[config.mk]
export PLATFORM = sky130hd
export DESIGN_NAME = ppfm_top
export DESIGN_NICKNAME = d
export VERILOG_FILES = /design/src/rtl/ppfm_pkg.sv /design/src/rtl/ppfm_edge.sv /design/src/rtl/ppfm_top.sv
export SDC_FILE = /design/constraint.sdc
export NUM_CORES = 1
export LEC_CHECK = 0
export ABC_CLOCK_PERIOD_IN_PS = 10400
export BUFFER_PORTS_ARGS = -buffer_cell sky130_fd_sc_hd__buf_2
export CAP_MARGIN = 20
export CORE_UTILIZATION = 35
export CTS_CLUSTER_SIZE = 12
export DETAILED_ROUTE_END_ITERATION = 6
export GPL_ROUTABILITY_DRIVEN = 0
export HOLD_SLACK_MARGIN = 0.03
export PLACE_DENSITY = 0.53
export REMOVE_ABC_BUFFERS = 1
export SLEW_MARGIN = 0
export SYNTH_ARGS = -nofsm -noshare
export SYNTH_HDL_FRONTEND = slang
export SYNTH_SLANG_ARGS = --single-unit
[constraint.sdc]
create_clock -name clock -period 10.4 [get_ports clock]
set_input_delay 1.04 -clock clock [delete_from_list [all_inputs] [get_ports clock]]
set_output_delay 1.04 -clock clock [all_outputs]
set_load 0.02 [all_outputs]
[src/rtl/ppfm_pkg.sv]
// Constants, register map and carrier types of the port pin function mux.
// Assumes a single 40 MHz system clock and a plain register port.
// Summary of operation
// - Port 0 direction is set per pin, three pins, one bit each.
// - Port 0 pull-up is connected only when its option bit is set.
// - Port 1 direction is set per pin, eight pins, one bit each.
// - Port 1 pull-up follows its option bit on each input pin.
// - Port 2 direction is set per bit; port 2 has no pull-up option.
// - Port 3 direction is set per bit.
// - Port 3 pull-up follows its option bit on each input pin.
// - Port or alternate mode is chosen per pin on ports 0, 1, 3 and 4; port 2 has no alternate mode.
// - After reset, port 1 bits 0 to 2 are digital inputs.
// - After reset, all port 2 pins are analog inputs.
// - Each external interrupt pin detects rising, falling or both edges.
// - Alternate switch routes timer I/O to port 3 bit 4 in small variants.
// - Alternate switch routes serial 11 clock and data input to port 4 bits 0, 1.
// - First timer input feeds timer 00 count clock and both capture triggers.
// - Second timer input feeds only capture register A trigger.
package ppfm_pkg;
   // Register offsets
   localparam logic [4:0] ADDR_P0_OUT   = 5'h00;
   localparam logic [4:0] ADDR_P1_OUT   = 5'h01;
   localparam logic [4:0] ADDR_P2_OUT   = 5'h02;
   localparam logic [4:0] ADDR_P3_OUT   = 5'h03;
   localparam logic [4:0] ADDR_P4_OUT   = 5'h04;
   localparam logic [4:0] ADDR_P0_DIR   = 5'h05;
   localparam logic [4:0] ADDR_P1_DIR   = 5'h06;
   localparam logic [4:0] ADDR_P2_DIR   = 5'h07;
   localparam logic [4:0] ADDR_P3_DIR   = 5'h08;
   localparam logic [4:0] ADDR_P4_DIR   = 5'h09;
   localparam logic [4:0] ADDR_P0_PU    = 5'h0a;
   localparam logic [4:0] ADDR_P1_PU    = 5'h0b;
   localparam logic [4:0] ADDR_P3_PU    = 5'h0c;
   localparam logic [4:0] ADDR_P4_PU    = 5'h0d;
   localparam logic [4:0] ADDR_P0_ALT   = 5'h0e;
   localparam logic [4:0] ADDR_P1_ALT   = 5'h0f;
   localparam logic [4:0] ADDR_P2_ANA   = 5'h10;
   localparam logic [4:0] ADDR_P3_ALT   = 5'h11;
   localparam logic [4:0] ADDR_P4_ALT   = 5'h12;
   localparam logic [4:0] ADDR_MUXSW    = 5'h13;
   localparam logic [4:0] ADDR_EGP      = 5'h14;
   localparam logic [4:0] ADDR_EGN      = 5'h15;
   localparam logic [4:0] ADDR_P0_IN    = 5'h16;
   localparam logic [4:0] ADDR_P1_IN    = 5'h17;
   localparam logic [4:0] ADDR_P2_IN    = 5'h18;
   localparam logic [4:0] ADDR_P3_IN    = 5'h19;
   localparam logic [4:0] ADDR_P4_IN    = 5'h1a;
   localparam logic [4:0] ADDR_IRQ_STAT = 5'h1b;
   // Reset values; direction 1 = input
   localparam logic [7:0] DIR_RST  = 8'hff;
   localparam logic [7:0] P1_ALT_RST = 8'h00;
   localparam logic [7:0] P2_ANA_RST = 8'hff;
   // Alternate switch register fields
   localparam int SW_TIMER_P34 = 0;
   localparam int SW_SERIAL_CHANNEL_11_P4  = 1;
   // Pin counts and external interrupt count
   localparam int P0_W  = 3;
   localparam int P4_W  = 3;
   localparam int IRQ_N = 8;
   // Pin carrier: output level, output enable (low = drive), pull-up enable
   typedef struct packed {
      logic [7:0] out;
      logic [7:0] oe_n;
      logic [7:0] pu;
   } ppfm_pin_t;
   // Peripheral side signals going to the pins
   typedef struct packed {
      logic timer00_out;
      logic timer_h1_out;
      logic sck11_out;
      logic sck11_oe;
      logic so10_out;
      logic sck10_out;
      logic sck10_oe;
      logic txd6_out;
      logic timer_h0_out;
      logic timer50_out;
      logic timer51_out;
   } ppfm_periph_t;
   // Decoded peripheral inputs
   typedef struct packed {
      logic timer00_count;
      logic timer00_capture_a;
      logic timer00_capture_b;
      logic timer51_count_in;
      logic serial11_clk_in;
      logic serial11_data_in;
      logic serial11_chip_select_in;
   } ppfm_periph_in_t;
endpackage

[src/rtl/ppfm_edge.sv]
// Edge detector for the external interrupt inputs.
// Assumes inputs already synchronous to the clock.
`timescale 1ns/10ps
module ppfm_edge #(
   parameter int N = 8
) (
   input  wire logic         clock,
   input  wire logic         rst,
   input  wire logic [N-1:0] level_in,
   input  wire logic [N-1:0] rise_en,
   input  wire logic [N-1:0] fall_en,
   output logic      [N-1:0] req
);
   typedef struct packed {
      logic [N-1:0] prev;
      logic [N-1:0] req;
   } ppfm_edge_state_t;
   ppfm_edge_state_t state_reg;
   ppfm_edge_state_t state_next;

   // Rising, falling or both, per input
   always_comb
   begin
      state_next = state_reg;
      state_next.prev = level_in;
      state_next.req = (level_in & ~state_reg.prev & rise_en)
                     | (~level_in & state_reg.prev & fall_en);
   end

   // Prev resets low: a pin already high at release is not an edge only if rise is off
   always_ff @(posedge clock or posedge rst)
   begin
      if (rst)
         state_reg <= '0;
      else
         state_reg <= state_next;
   end

   assign req = state_reg.req;
endmodule // ppfm_edge

[src/rtl/ppfm_top.sv]
// Port 0 to 4 pin function mux with per-pin direction; pull-up and alternate select on all ports except port 2.
// Assumes pin inputs synchronous to clock; the pad ring resolves out/oe_n/pu.
`timescale 1ns/10ps
module ppfm_top (
   input  wire logic                      clock,
   input  wire logic                      rst,
   input  wire logic [4:0]                reg_addr,
   input  wire logic [7:0]                reg_wdata,
   input  wire logic                      reg_wr,
   input  wire logic                      reg_rd,
   output logic      [7:0]                reg_rdata,
   input  wire logic [7:0]                p0_in,
   input  wire logic [7:0]                p1_in,
   input  wire logic [7:0]                p2_in,
   input  wire logic [7:0]                p3_in,
   input  wire logic [7:0]                p4_in,
   output ppfm_pkg::ppfm_pin_t            p0_pin,
   output ppfm_pkg::ppfm_pin_t            p1_pin,
   output ppfm_pkg::ppfm_pin_t            p2_pin,
   output ppfm_pkg::ppfm_pin_t            p3_pin,
   output ppfm_pkg::ppfm_pin_t            p4_pin,
   output logic      [7:0]                p2_analog_en,
   input  wire ppfm_pkg::ppfm_periph_t    periph,
   output ppfm_pkg::ppfm_periph_in_t      periph_in,
   output logic      [ppfm_pkg::IRQ_N-1:0] ext_irq_req
);
   typedef struct packed {
      logic [7:0] p0_out;
      logic [7:0] p1_out;
      logic [7:0] p2_out;
      logic [7:0] p3_out;
      logic [7:0] p4_out;
      logic [7:0] port0_direction_reg;
      logic [7:0] port1_direction_reg;
      logic [7:0] port2_direction_reg;
      logic [7:0] port3_direction_reg;
      logic [7:0] port4_direction_reg;
      logic [7:0] port0_pullup_reg;
      logic [7:0] port1_pullup_reg;
      logic [7:0] port3_pullup_reg;
      logic [7:0] port4_pullup_reg;
      logic [7:0] p0_alt;
      logic [7:0] p1_alt;
      logic [7:0] p2_ana;
      logic [7:0] p3_alt;
      logic [7:0] p4_alt;
      logic [7:0] alt_switch_ctrl_reg;
      logic [7:0] edge_rise;
      logic [7:0] edge_fall;
      logic [7:0] irq_seen;
      logic [7:0] rdata;
      ppfm_pkg::ppfm_pin_t p0_pin;
      ppfm_pkg::ppfm_pin_t p1_pin;
      ppfm_pkg::ppfm_pin_t p2_pin;
      ppfm_pkg::ppfm_pin_t p3_pin;
      ppfm_pkg::ppfm_pin_t p4_pin;
      ppfm_pkg::ppfm_periph_in_t pin_in;
   } ppfm_state_t;

   ppfm_state_t state_reg;
   ppfm_state_t state_next;
   logic [ppfm_pkg::IRQ_N-1:0] irq_level;
   logic [ppfm_pkg::IRQ_N-1:0] irq_req;

   // Pin drive: alternate output wins over latch when selected
   function automatic ppfm_pkg::ppfm_pin_t pin_drive(
      input logic [7:0] latch,
      input logic [7:0] dir,
      input logic [7:0] alt,
      input logic [7:0] alt_out,
      input logic [7:0] alt_oe,
      input logic [7:0] pu
   );
      ppfm_pkg::ppfm_pin_t p;
      p.out  = (alt & alt_out) | (~alt & latch);
      p.oe_n = (alt & ~alt_oe) | (~alt & dir);
      p.pu   = pu & p.oe_n; // Pull-up only while input
      return p;
   endfunction

   // External interrupt levels from their pins
   always_comb
   begin
      irq_level = '0;
      irq_level[0] = p0_in[0];
      irq_level[1] = p3_in[0];
      irq_level[2] = p3_in[1];
      irq_level[3] = p3_in[2];
      irq_level[4] = p3_in[3];
      irq_level[5] = p1_in[6];
      irq_level[6] = p4_in[2];
      irq_level[7] = p0_in[2];
   end

   ppfm_edge #(
      .N        (ppfm_pkg::IRQ_N)
   ) u_edge (
      .clock    (clock),
      .rst      (rst),
      .level_in (irq_level),
      .rise_en  (state_reg.edge_rise),
      .fall_en  (state_reg.edge_fall),
      .req      (irq_req)
   );

   // Register writes, reads, pin drive and input routing
   always_comb
   begin
      logic [7:0] a_out;
      logic [7:0] a_oe;
      logic       sw_t;
      logic       sw_s;
      a_out = '0;
      a_oe  = '0;
      sw_t  = state_reg.alt_switch_ctrl_reg[ppfm_pkg::SW_TIMER_P34];
      sw_s  = state_reg.alt_switch_ctrl_reg[ppfm_pkg::SW_SERIAL_CHANNEL_11_P4];
      state_next = state_reg;
      if (reg_wr)
      begin
         unique case (reg_addr)
            ppfm_pkg::ADDR_P0_OUT:   state_next.p0_out = reg_wdata;
            ppfm_pkg::ADDR_P1_OUT:   state_next.p1_out = reg_wdata;
            ppfm_pkg::ADDR_P2_OUT:   state_next.p2_out = reg_wdata;
            ppfm_pkg::ADDR_P3_OUT:   state_next.p3_out = reg_wdata;
            ppfm_pkg::ADDR_P4_OUT:   state_next.p4_out = reg_wdata;
            ppfm_pkg::ADDR_P0_DIR:   state_next.port0_direction_reg = reg_wdata;
            ppfm_pkg::ADDR_P1_DIR:   state_next.port1_direction_reg = reg_wdata;
            ppfm_pkg::ADDR_P2_DIR:   state_next.port2_direction_reg = reg_wdata;
            ppfm_pkg::ADDR_P3_DIR:   state_next.port3_direction_reg = reg_wdata;
            ppfm_pkg::ADDR_P4_DIR:   state_next.port4_direction_reg = reg_wdata;
            ppfm_pkg::ADDR_P0_PU:    state_next.port0_pullup_reg = reg_wdata;
            ppfm_pkg::ADDR_P1_PU:    state_next.port1_pullup_reg = reg_wdata;
            ppfm_pkg::ADDR_P3_PU:    state_next.port3_pullup_reg = reg_wdata;
            ppfm_pkg::ADDR_P4_PU:    state_next.port4_pullup_reg = reg_wdata;
            ppfm_pkg::ADDR_P0_ALT:   state_next.p0_alt = reg_wdata;
            ppfm_pkg::ADDR_P1_ALT:   state_next.p1_alt = reg_wdata;
            ppfm_pkg::ADDR_P2_ANA:   state_next.p2_ana = reg_wdata;
            ppfm_pkg::ADDR_P3_ALT:   state_next.p3_alt = reg_wdata;
            ppfm_pkg::ADDR_P4_ALT:   state_next.p4_alt = reg_wdata;
            ppfm_pkg::ADDR_MUXSW:    state_next.alt_switch_ctrl_reg = reg_wdata;
            ppfm_pkg::ADDR_EGP:      state_next.edge_rise = reg_wdata;
            ppfm_pkg::ADDR_EGN:      state_next.edge_fall = reg_wdata;
            default:                 ;
         endcase
      end
      // Sticky edge seen flags: write one clears, a new edge wins
      if (reg_wr && reg_addr == ppfm_pkg::ADDR_IRQ_STAT)
         state_next.irq_seen = state_reg.irq_seen & ~reg_wdata;
      state_next.irq_seen = state_next.irq_seen | irq_req;

      // Read data stands the cycle after the strobe only
      state_next.rdata = '0;
      if (reg_rd)
      begin
         unique case (reg_addr)
            ppfm_pkg::ADDR_P0_OUT:   state_next.rdata = state_reg.p0_out;
            ppfm_pkg::ADDR_P1_OUT:   state_next.rdata = state_reg.p1_out;
            ppfm_pkg::ADDR_P2_OUT:   state_next.rdata = state_reg.p2_out;
            ppfm_pkg::ADDR_P3_OUT:   state_next.rdata = state_reg.p3_out;
            ppfm_pkg::ADDR_P4_OUT:   state_next.rdata = state_reg.p4_out;
            ppfm_pkg::ADDR_P0_DIR:   state_next.rdata = state_reg.port0_direction_reg;
            ppfm_pkg::ADDR_P1_DIR:   state_next.rdata = state_reg.port1_direction_reg;
            ppfm_pkg::ADDR_P2_DIR:   state_next.rdata = state_reg.port2_direction_reg;
            ppfm_pkg::ADDR_P3_DIR:   state_next.rdata = state_reg.port3_direction_reg;
            ppfm_pkg::ADDR_P4_DIR:   state_next.rdata = state_reg.port4_direction_reg;
            ppfm_pkg::ADDR_P0_PU:    state_next.rdata = state_reg.port0_pullup_reg;
            ppfm_pkg::ADDR_P1_PU:    state_next.rdata = state_reg.port1_pullup_reg;
            ppfm_pkg::ADDR_P3_PU:    state_next.rdata = state_reg.port3_pullup_reg;
            ppfm_pkg::ADDR_P4_PU:    state_next.rdata = state_reg.port4_pullup_reg;
            ppfm_pkg::ADDR_P0_ALT:   state_next.rdata = state_reg.p0_alt;
            ppfm_pkg::ADDR_P1_ALT:   state_next.rdata = state_reg.p1_alt;
            ppfm_pkg::ADDR_P2_ANA:   state_next.rdata = state_reg.p2_ana;
            ppfm_pkg::ADDR_P3_ALT:   state_next.rdata = state_reg.p3_alt;
            ppfm_pkg::ADDR_P4_ALT:   state_next.rdata = state_reg.p4_alt;
            ppfm_pkg::ADDR_MUXSW:    state_next.rdata = state_reg.alt_switch_ctrl_reg;
            ppfm_pkg::ADDR_EGP:      state_next.rdata = state_reg.edge_rise;
            ppfm_pkg::ADDR_EGN:      state_next.rdata = state_reg.edge_fall;
            ppfm_pkg::ADDR_P0_IN:    state_next.rdata = p0_in;
            ppfm_pkg::ADDR_P1_IN:    state_next.rdata = p1_in;
            ppfm_pkg::ADDR_P2_IN:    state_next.rdata = p2_in & ~state_reg.p2_ana; // Analog pins read 0
            ppfm_pkg::ADDR_P3_IN:    state_next.rdata = p3_in;
            ppfm_pkg::ADDR_P4_IN:    state_next.rdata = p4_in;
            ppfm_pkg::ADDR_IRQ_STAT: state_next.rdata = state_reg.irq_seen;
            default:                 state_next.rdata = '0;
         endcase
      end

      // Port 0: bit 1 timer 00 output
      a_out = '0;
      a_oe  = '0;
      a_out[1] = periph.timer00_out;
      a_oe[1]  = 1'b1;
      state_next.p0_pin = pin_drive(state_reg.p0_out, state_reg.port0_direction_reg, state_reg.p0_alt,
                                    a_out, a_oe, state_reg.port0_pullup_reg);
      // Port 1: serial 10, UART 6 and timer outputs
      a_out = '0;
      a_oe  = '0;
      a_out[0] = periph.sck10_out;
      a_oe[0]  = periph.sck10_oe;
      a_out[2] = periph.so10_out;
      a_oe[2]  = 1'b1;
      a_out[3] = periph.txd6_out;
      a_oe[3]  = 1'b1;
      a_out[5] = periph.timer_h0_out;
      a_oe[5]  = 1'b1;
      a_out[6] = periph.timer_h1_out;
      a_oe[6]  = 1'b1;
      a_out[7] = periph.timer50_out;
      a_oe[7]  = 1'b1;
      state_next.p1_pin = pin_drive(state_reg.p1_out, state_reg.port1_direction_reg, state_reg.p1_alt,
                                    a_out, a_oe, state_reg.port1_pullup_reg);
      // Port 2: analog pins float, no pull-up option exists
      // Next analog select used so the pin and the analog flag switch on the same edge
      state_next.p2_pin = pin_drive(state_reg.p2_out, state_reg.port2_direction_reg | state_next.p2_ana,
                                    8'h00, 8'h00, 8'h00, 8'h00);
      // Port 3: timer 51 on bit 3, timer H1 copied to bit 4 by the switch, still on port 1 bit 6
      a_out = '0;
      a_oe  = '0;
      a_out[3] = periph.timer51_out;
      a_oe[3]  = 1'b1;
      a_out[4] = sw_t & periph.timer_h1_out;
      a_oe[4]  = sw_t;
      state_next.p3_pin = pin_drive(state_reg.p3_out, state_reg.port3_direction_reg, state_reg.p3_alt,
                                    a_out, a_oe, state_reg.port3_pullup_reg);
      // Port 4: serial 11 clock moved to bit 0 by the switch
      a_out = '0;
      a_oe  = '0;
      a_out[0] = sw_s & periph.sck11_out;
      a_oe[0]  = sw_s & periph.sck11_oe;
      state_next.p4_pin = pin_drive(state_reg.p4_out, state_reg.port4_direction_reg, state_reg.p4_alt,
                                    a_out, a_oe, state_reg.port4_pullup_reg);

      // Peripheral inputs, gated by each pin's alternate select
      state_next.pin_in.timer00_count     = state_reg.p0_alt[0] & p0_in[0];
      state_next.pin_in.timer00_capture_b = state_reg.p0_alt[0] & p0_in[0];
      state_next.pin_in.timer00_capture_a = (state_reg.p0_alt[0] & p0_in[0])
                                          | (state_reg.p0_alt[1] & p0_in[1]);
      state_next.pin_in.timer51_count_in  = sw_t ? (state_reg.p3_alt[4] & p3_in[4])
                                                 : (state_reg.p3_alt[3] & p3_in[3]);
      state_next.pin_in.serial11_clk_in   = sw_s ? (state_reg.p4_alt[0] & p4_in[0])
                                                 : (state_reg.p3_alt[5] & p3_in[5]);
      state_next.pin_in.serial11_data_in  = sw_s ? (state_reg.p4_alt[1] & p4_in[1])
                                                 : (state_reg.p3_alt[6] & p3_in[6]);
      state_next.pin_in.serial11_chip_select_in = state_reg.p4_alt[2] & p4_in[2];
   end

   // Reset: all inputs, port 1 digital, port 2 analog
   always_ff @(posedge clock or posedge rst)
   begin
      if (rst)
      begin
         state_reg <= '0;
         state_reg.port0_direction_reg <= ppfm_pkg::DIR_RST;
         state_reg.port1_direction_reg <= ppfm_pkg::DIR_RST;
         state_reg.port2_direction_reg <= ppfm_pkg::DIR_RST;
         state_reg.port3_direction_reg <= ppfm_pkg::DIR_RST;
         state_reg.port4_direction_reg <= ppfm_pkg::DIR_RST;
         state_reg.p1_alt <= ppfm_pkg::P1_ALT_RST;
         state_reg.p2_ana <= ppfm_pkg::P2_ANA_RST;
         state_reg.p0_pin.oe_n <= 8'hff;
         state_reg.p1_pin.oe_n <= 8'hff;
         state_reg.p2_pin.oe_n <= 8'hff;
         state_reg.p3_pin.oe_n <= 8'hff;
         state_reg.p4_pin.oe_n <= 8'hff;
      end
      else
         state_reg <= state_next;
   end

   // Output registers straight out
   assign reg_rdata    = state_reg.rdata;
   assign p0_pin       = state_reg.p0_pin;
   assign p1_pin       = state_reg.p1_pin;
   assign p2_pin       = state_reg.p2_pin;
   assign p3_pin       = state_reg.p3_pin;
   assign p4_pin       = state_reg.p4_pin;
   assign p2_analog_en = state_reg.p2_ana;
   assign periph_in    = state_reg.pin_in;
   assign ext_irq_req  = irq_req;
endmodule // ppfm_top

==> results.json <==
{
  "grt_max_degree": 128,
  "yosys_register_bits": 326,
  "seq_area_frac_synth_pct": 55.34,
  "clkSlewWorstSetupHoldPaths_ps": 60,
  "worstMarginPinSlew_ps": 981.1,
  "postCtsSetupRepairBufs": 0,
  "leakage_nw": 7.552,
  "syn_avg_cell_area_um2": 12.33,
  "slew_viol_final": 0,
  "initial_utilization_pct": 35.54,
  "grt-busiest-layer": "met2",
  "setup_viol": 0,
  "grt.overflow.total": 0,
  "final_layout_size_suffix_gt1_share_pct": 45.88,
  "powerDensity_nw_per_um2": 223.8,
  "cts-root-buf": "clkbuf_16",
  "wl_per_cell_um": 26.90,
  "post_cts_resized": 0,
  "yosysUniqueCellTypes": 66,
  "min_period_over_period_pct": 30.38,
  "antenna_found_initial": 0,
  "peakVddDrop_v": 0.0001065,
  "crit_arrival_ps": 3630,
  "fin_skew_ps": 20.83,
  "syn_inst": 1212,
  "design.die.area_um2": 43510,
  "maxCapViolCount": 0,
  "crit_fanout": 53,
  "rsz0062_at_grt": "no",
  "fin_setup_tns_ps": 0,
  "met1_usage_pct": 31.74,
  "coreArea_um2": 42040,
  "postRouteWirelength_mm": 49.38,
  "met2_usage_pct": 35.16,
  "viasPerCell": 5.449,
  "antenna_cells": 0,
  "cp.required_ps": 10870,
  "cts_buffer_depth": 3,
  "antenna_left": 0,
  "synth_ff_type": "dfrtp_1",
  "yosysTopAreaCell": "dfrtp_1",
  "synth-async-reset-ratio_pct": 100.0,
  "largest_register_ffs": 168,
  "cp-start-kind": "input pin",
  "drt_iter0_drc": 1026,
  "netlist_area_um2": 14940,
  "cts.sinks": 326,
  "rows": 75,
  "grt_usage_pct": 22.73,
  "final-hold-violation-count": 0,
  "yosysWarnings": 0,
  "yosys-top-cells-area": "dfrtp_1 40%, dfstp_2 15%, mux2_2 14%, buf_4 8.0%, nand3_1 2.5%",
  "io_pins": 219,
  "slew_headroom_pct": 34.60,
  "holdWs_ps": 414.2,
  "drtPass1Iterations": 5,
  "synthDominantCellAreaShare_pct": 39.87,
  "ctsHoldBuffers": 0,
  "cp-end-kind": "register",
  "drc_errors": 0,
  "die_width_um": 208.6,
  "die_h_um": 208.6,
  "critical_path_class": "input pin to register",
  "min_path_type": "register to register",
  "syn_to_final_growth_pct": 10.59,
  "grt_util_met3_pct": 3.968,
  "max_freq_ghz": 0.3165,
  "nFillCells": 4056,
  "synth-edff-count": 0,
  "hpwlAfterDp_mm": 34.34,
  "status": "complete, no violations",
  "cts_buffers": 37,
  "clk_latency_ps": 550,
  "h-tree-depth": 2,
  "grt_pass1_vias": 10185,
  "finalCriticalPeriod_ps": 3159,
  "nNetsFinal": 1336,
  "grt_pass1_wl_mm": 71.69,
  "vias": 10004,
  "io_buffer_count": 210,
  "cts_tree": "done"
}
-- critical path, cell delays in order --
cell and delay [ps]:
buf_2 100, buf_4 320, nor3_4 690, and2_1 510
nand2_2 330, mux2_2 380, or2_1 220
-- layout by cell type (no fill, tap or decap), types with 19 or more instances in the layout --
master,count
dfrtp_1,238
mux2_2,189
dfstp_2,88
a31oi_1,19
buf_2,210
nand3_1,75
nor2b_1,35
o21ai_0,25
and2_1,39
nand2_1,39
or2_2,22
clkbuf_16,39
-- Yosys cell counts, types with 3 or more instances --
cell,number
mux2_2,189
nand4_1,14
buf_2,21
nand3_1,75
and4_1,5
o21ai_0,25
nor3_1,3
and3_1,11
a22o_1,7
and2_1,39
inv_1,7
a32o_1,3
a31oi_1,19
o32ai_1,3
a21o_1,9
nand2b_1,4
or2_2,22
buf_4,159
nor3b_1,4
and3b_1,5
nor2_1,17
nand2_1,39
a21oi_1,7
mux2i_1,17
buf_6,4
nand3b_1,14
clkbuf_1,32
nor4_1,4
dfstp_2,88
a32oi_1,15
or2_1,8
a211oi_1,4
nor2b_1,36
a22oi_1,16
dfrtp_1,238
nor3b_2,3
nand4b_1,7
-- layout make-up --
cell class | instances | area [um^2] | area share, %
clock inverter | 7 | 38.79 | 0.2348
timing repair buffer | 227 | 1186 | 7.179
multi-input combinational | 669 | 5213 | 31.55
sequential | 326 | 8268 | 50.04
tap | 539 | 674.4 | 4.082
inverter | 7 | 33.78 | 0.2045
clock buffer | 61 | 1109 | 6.710
-- report_power, final --
part	internal, mW	total (mW)	switching (mW)
registers	1.57	1.78	0.208
logic	0.275	0.665	0.391
clock network	0.729	1.26	0.529
total	2.57	3.70	1.13
-- metal layers --
| layer | up-vias | part of all wire (%) |
|---|---|---|
| met5 | - | 0 |
| met4 | 0 | 3.7 |
| met3 | 103 | 7.4 |
| met2 | 502 | 45 |
| met1 | 5144 | 44 |
| li1 | 4255 | - |
-- kinds of logic (layout without fill, tap and decap cells) --
logic type | Yosys count | after routing | synth area share [%]
compound gates | 127 | 127 | 6.106
buf+inv | 224 | 302 | 10.00
flops | 326 | 326 | 55.34
mux | 206 | 206 | 15.39
other cells | 1 | 8 | 0.02510
simple gates | 328 | 328 | 13.14
-- final timing paths --
check                               start      endpoint  slack (ps)  depth (start not counted)
max reg2reg                state_next[75]  reg_rdata[4]        8370                          5
min in group asynchronous             rst     p4_pin[3]         630                          2
max in group asynchronous             rst     p0_pin[5]        8240                          3
max                           reg_addr[3]     p2_pin[9]        7240                          7
min reg2reg                state_next[72]    p2_pin[17]         410                          0
min                        state_next[72]    p2_pin[17]         410                          0
-- stage by stage --
step / power, mW / cell area [um^2] / worst slack [ps] / cells / utilization, %
after floorplan: 2.116 / 13500 / 479.2 / 1002 / -
after global placement: 2.454 / 15360 / 6311 / 1767 / 36.54
final: 3.698 / 16520 / 7241 / 1836 / 39.30
after global routing: 3.848 / 16520 / 7190 / 1836 / 39.30
after detailed placement: 2.459 / 15370 / 6735 / 1768 / 36.57
after CTS: 3.732 / 16520 / 7316 / 1836 / 39.30
(Power assumes the default switching activity.)
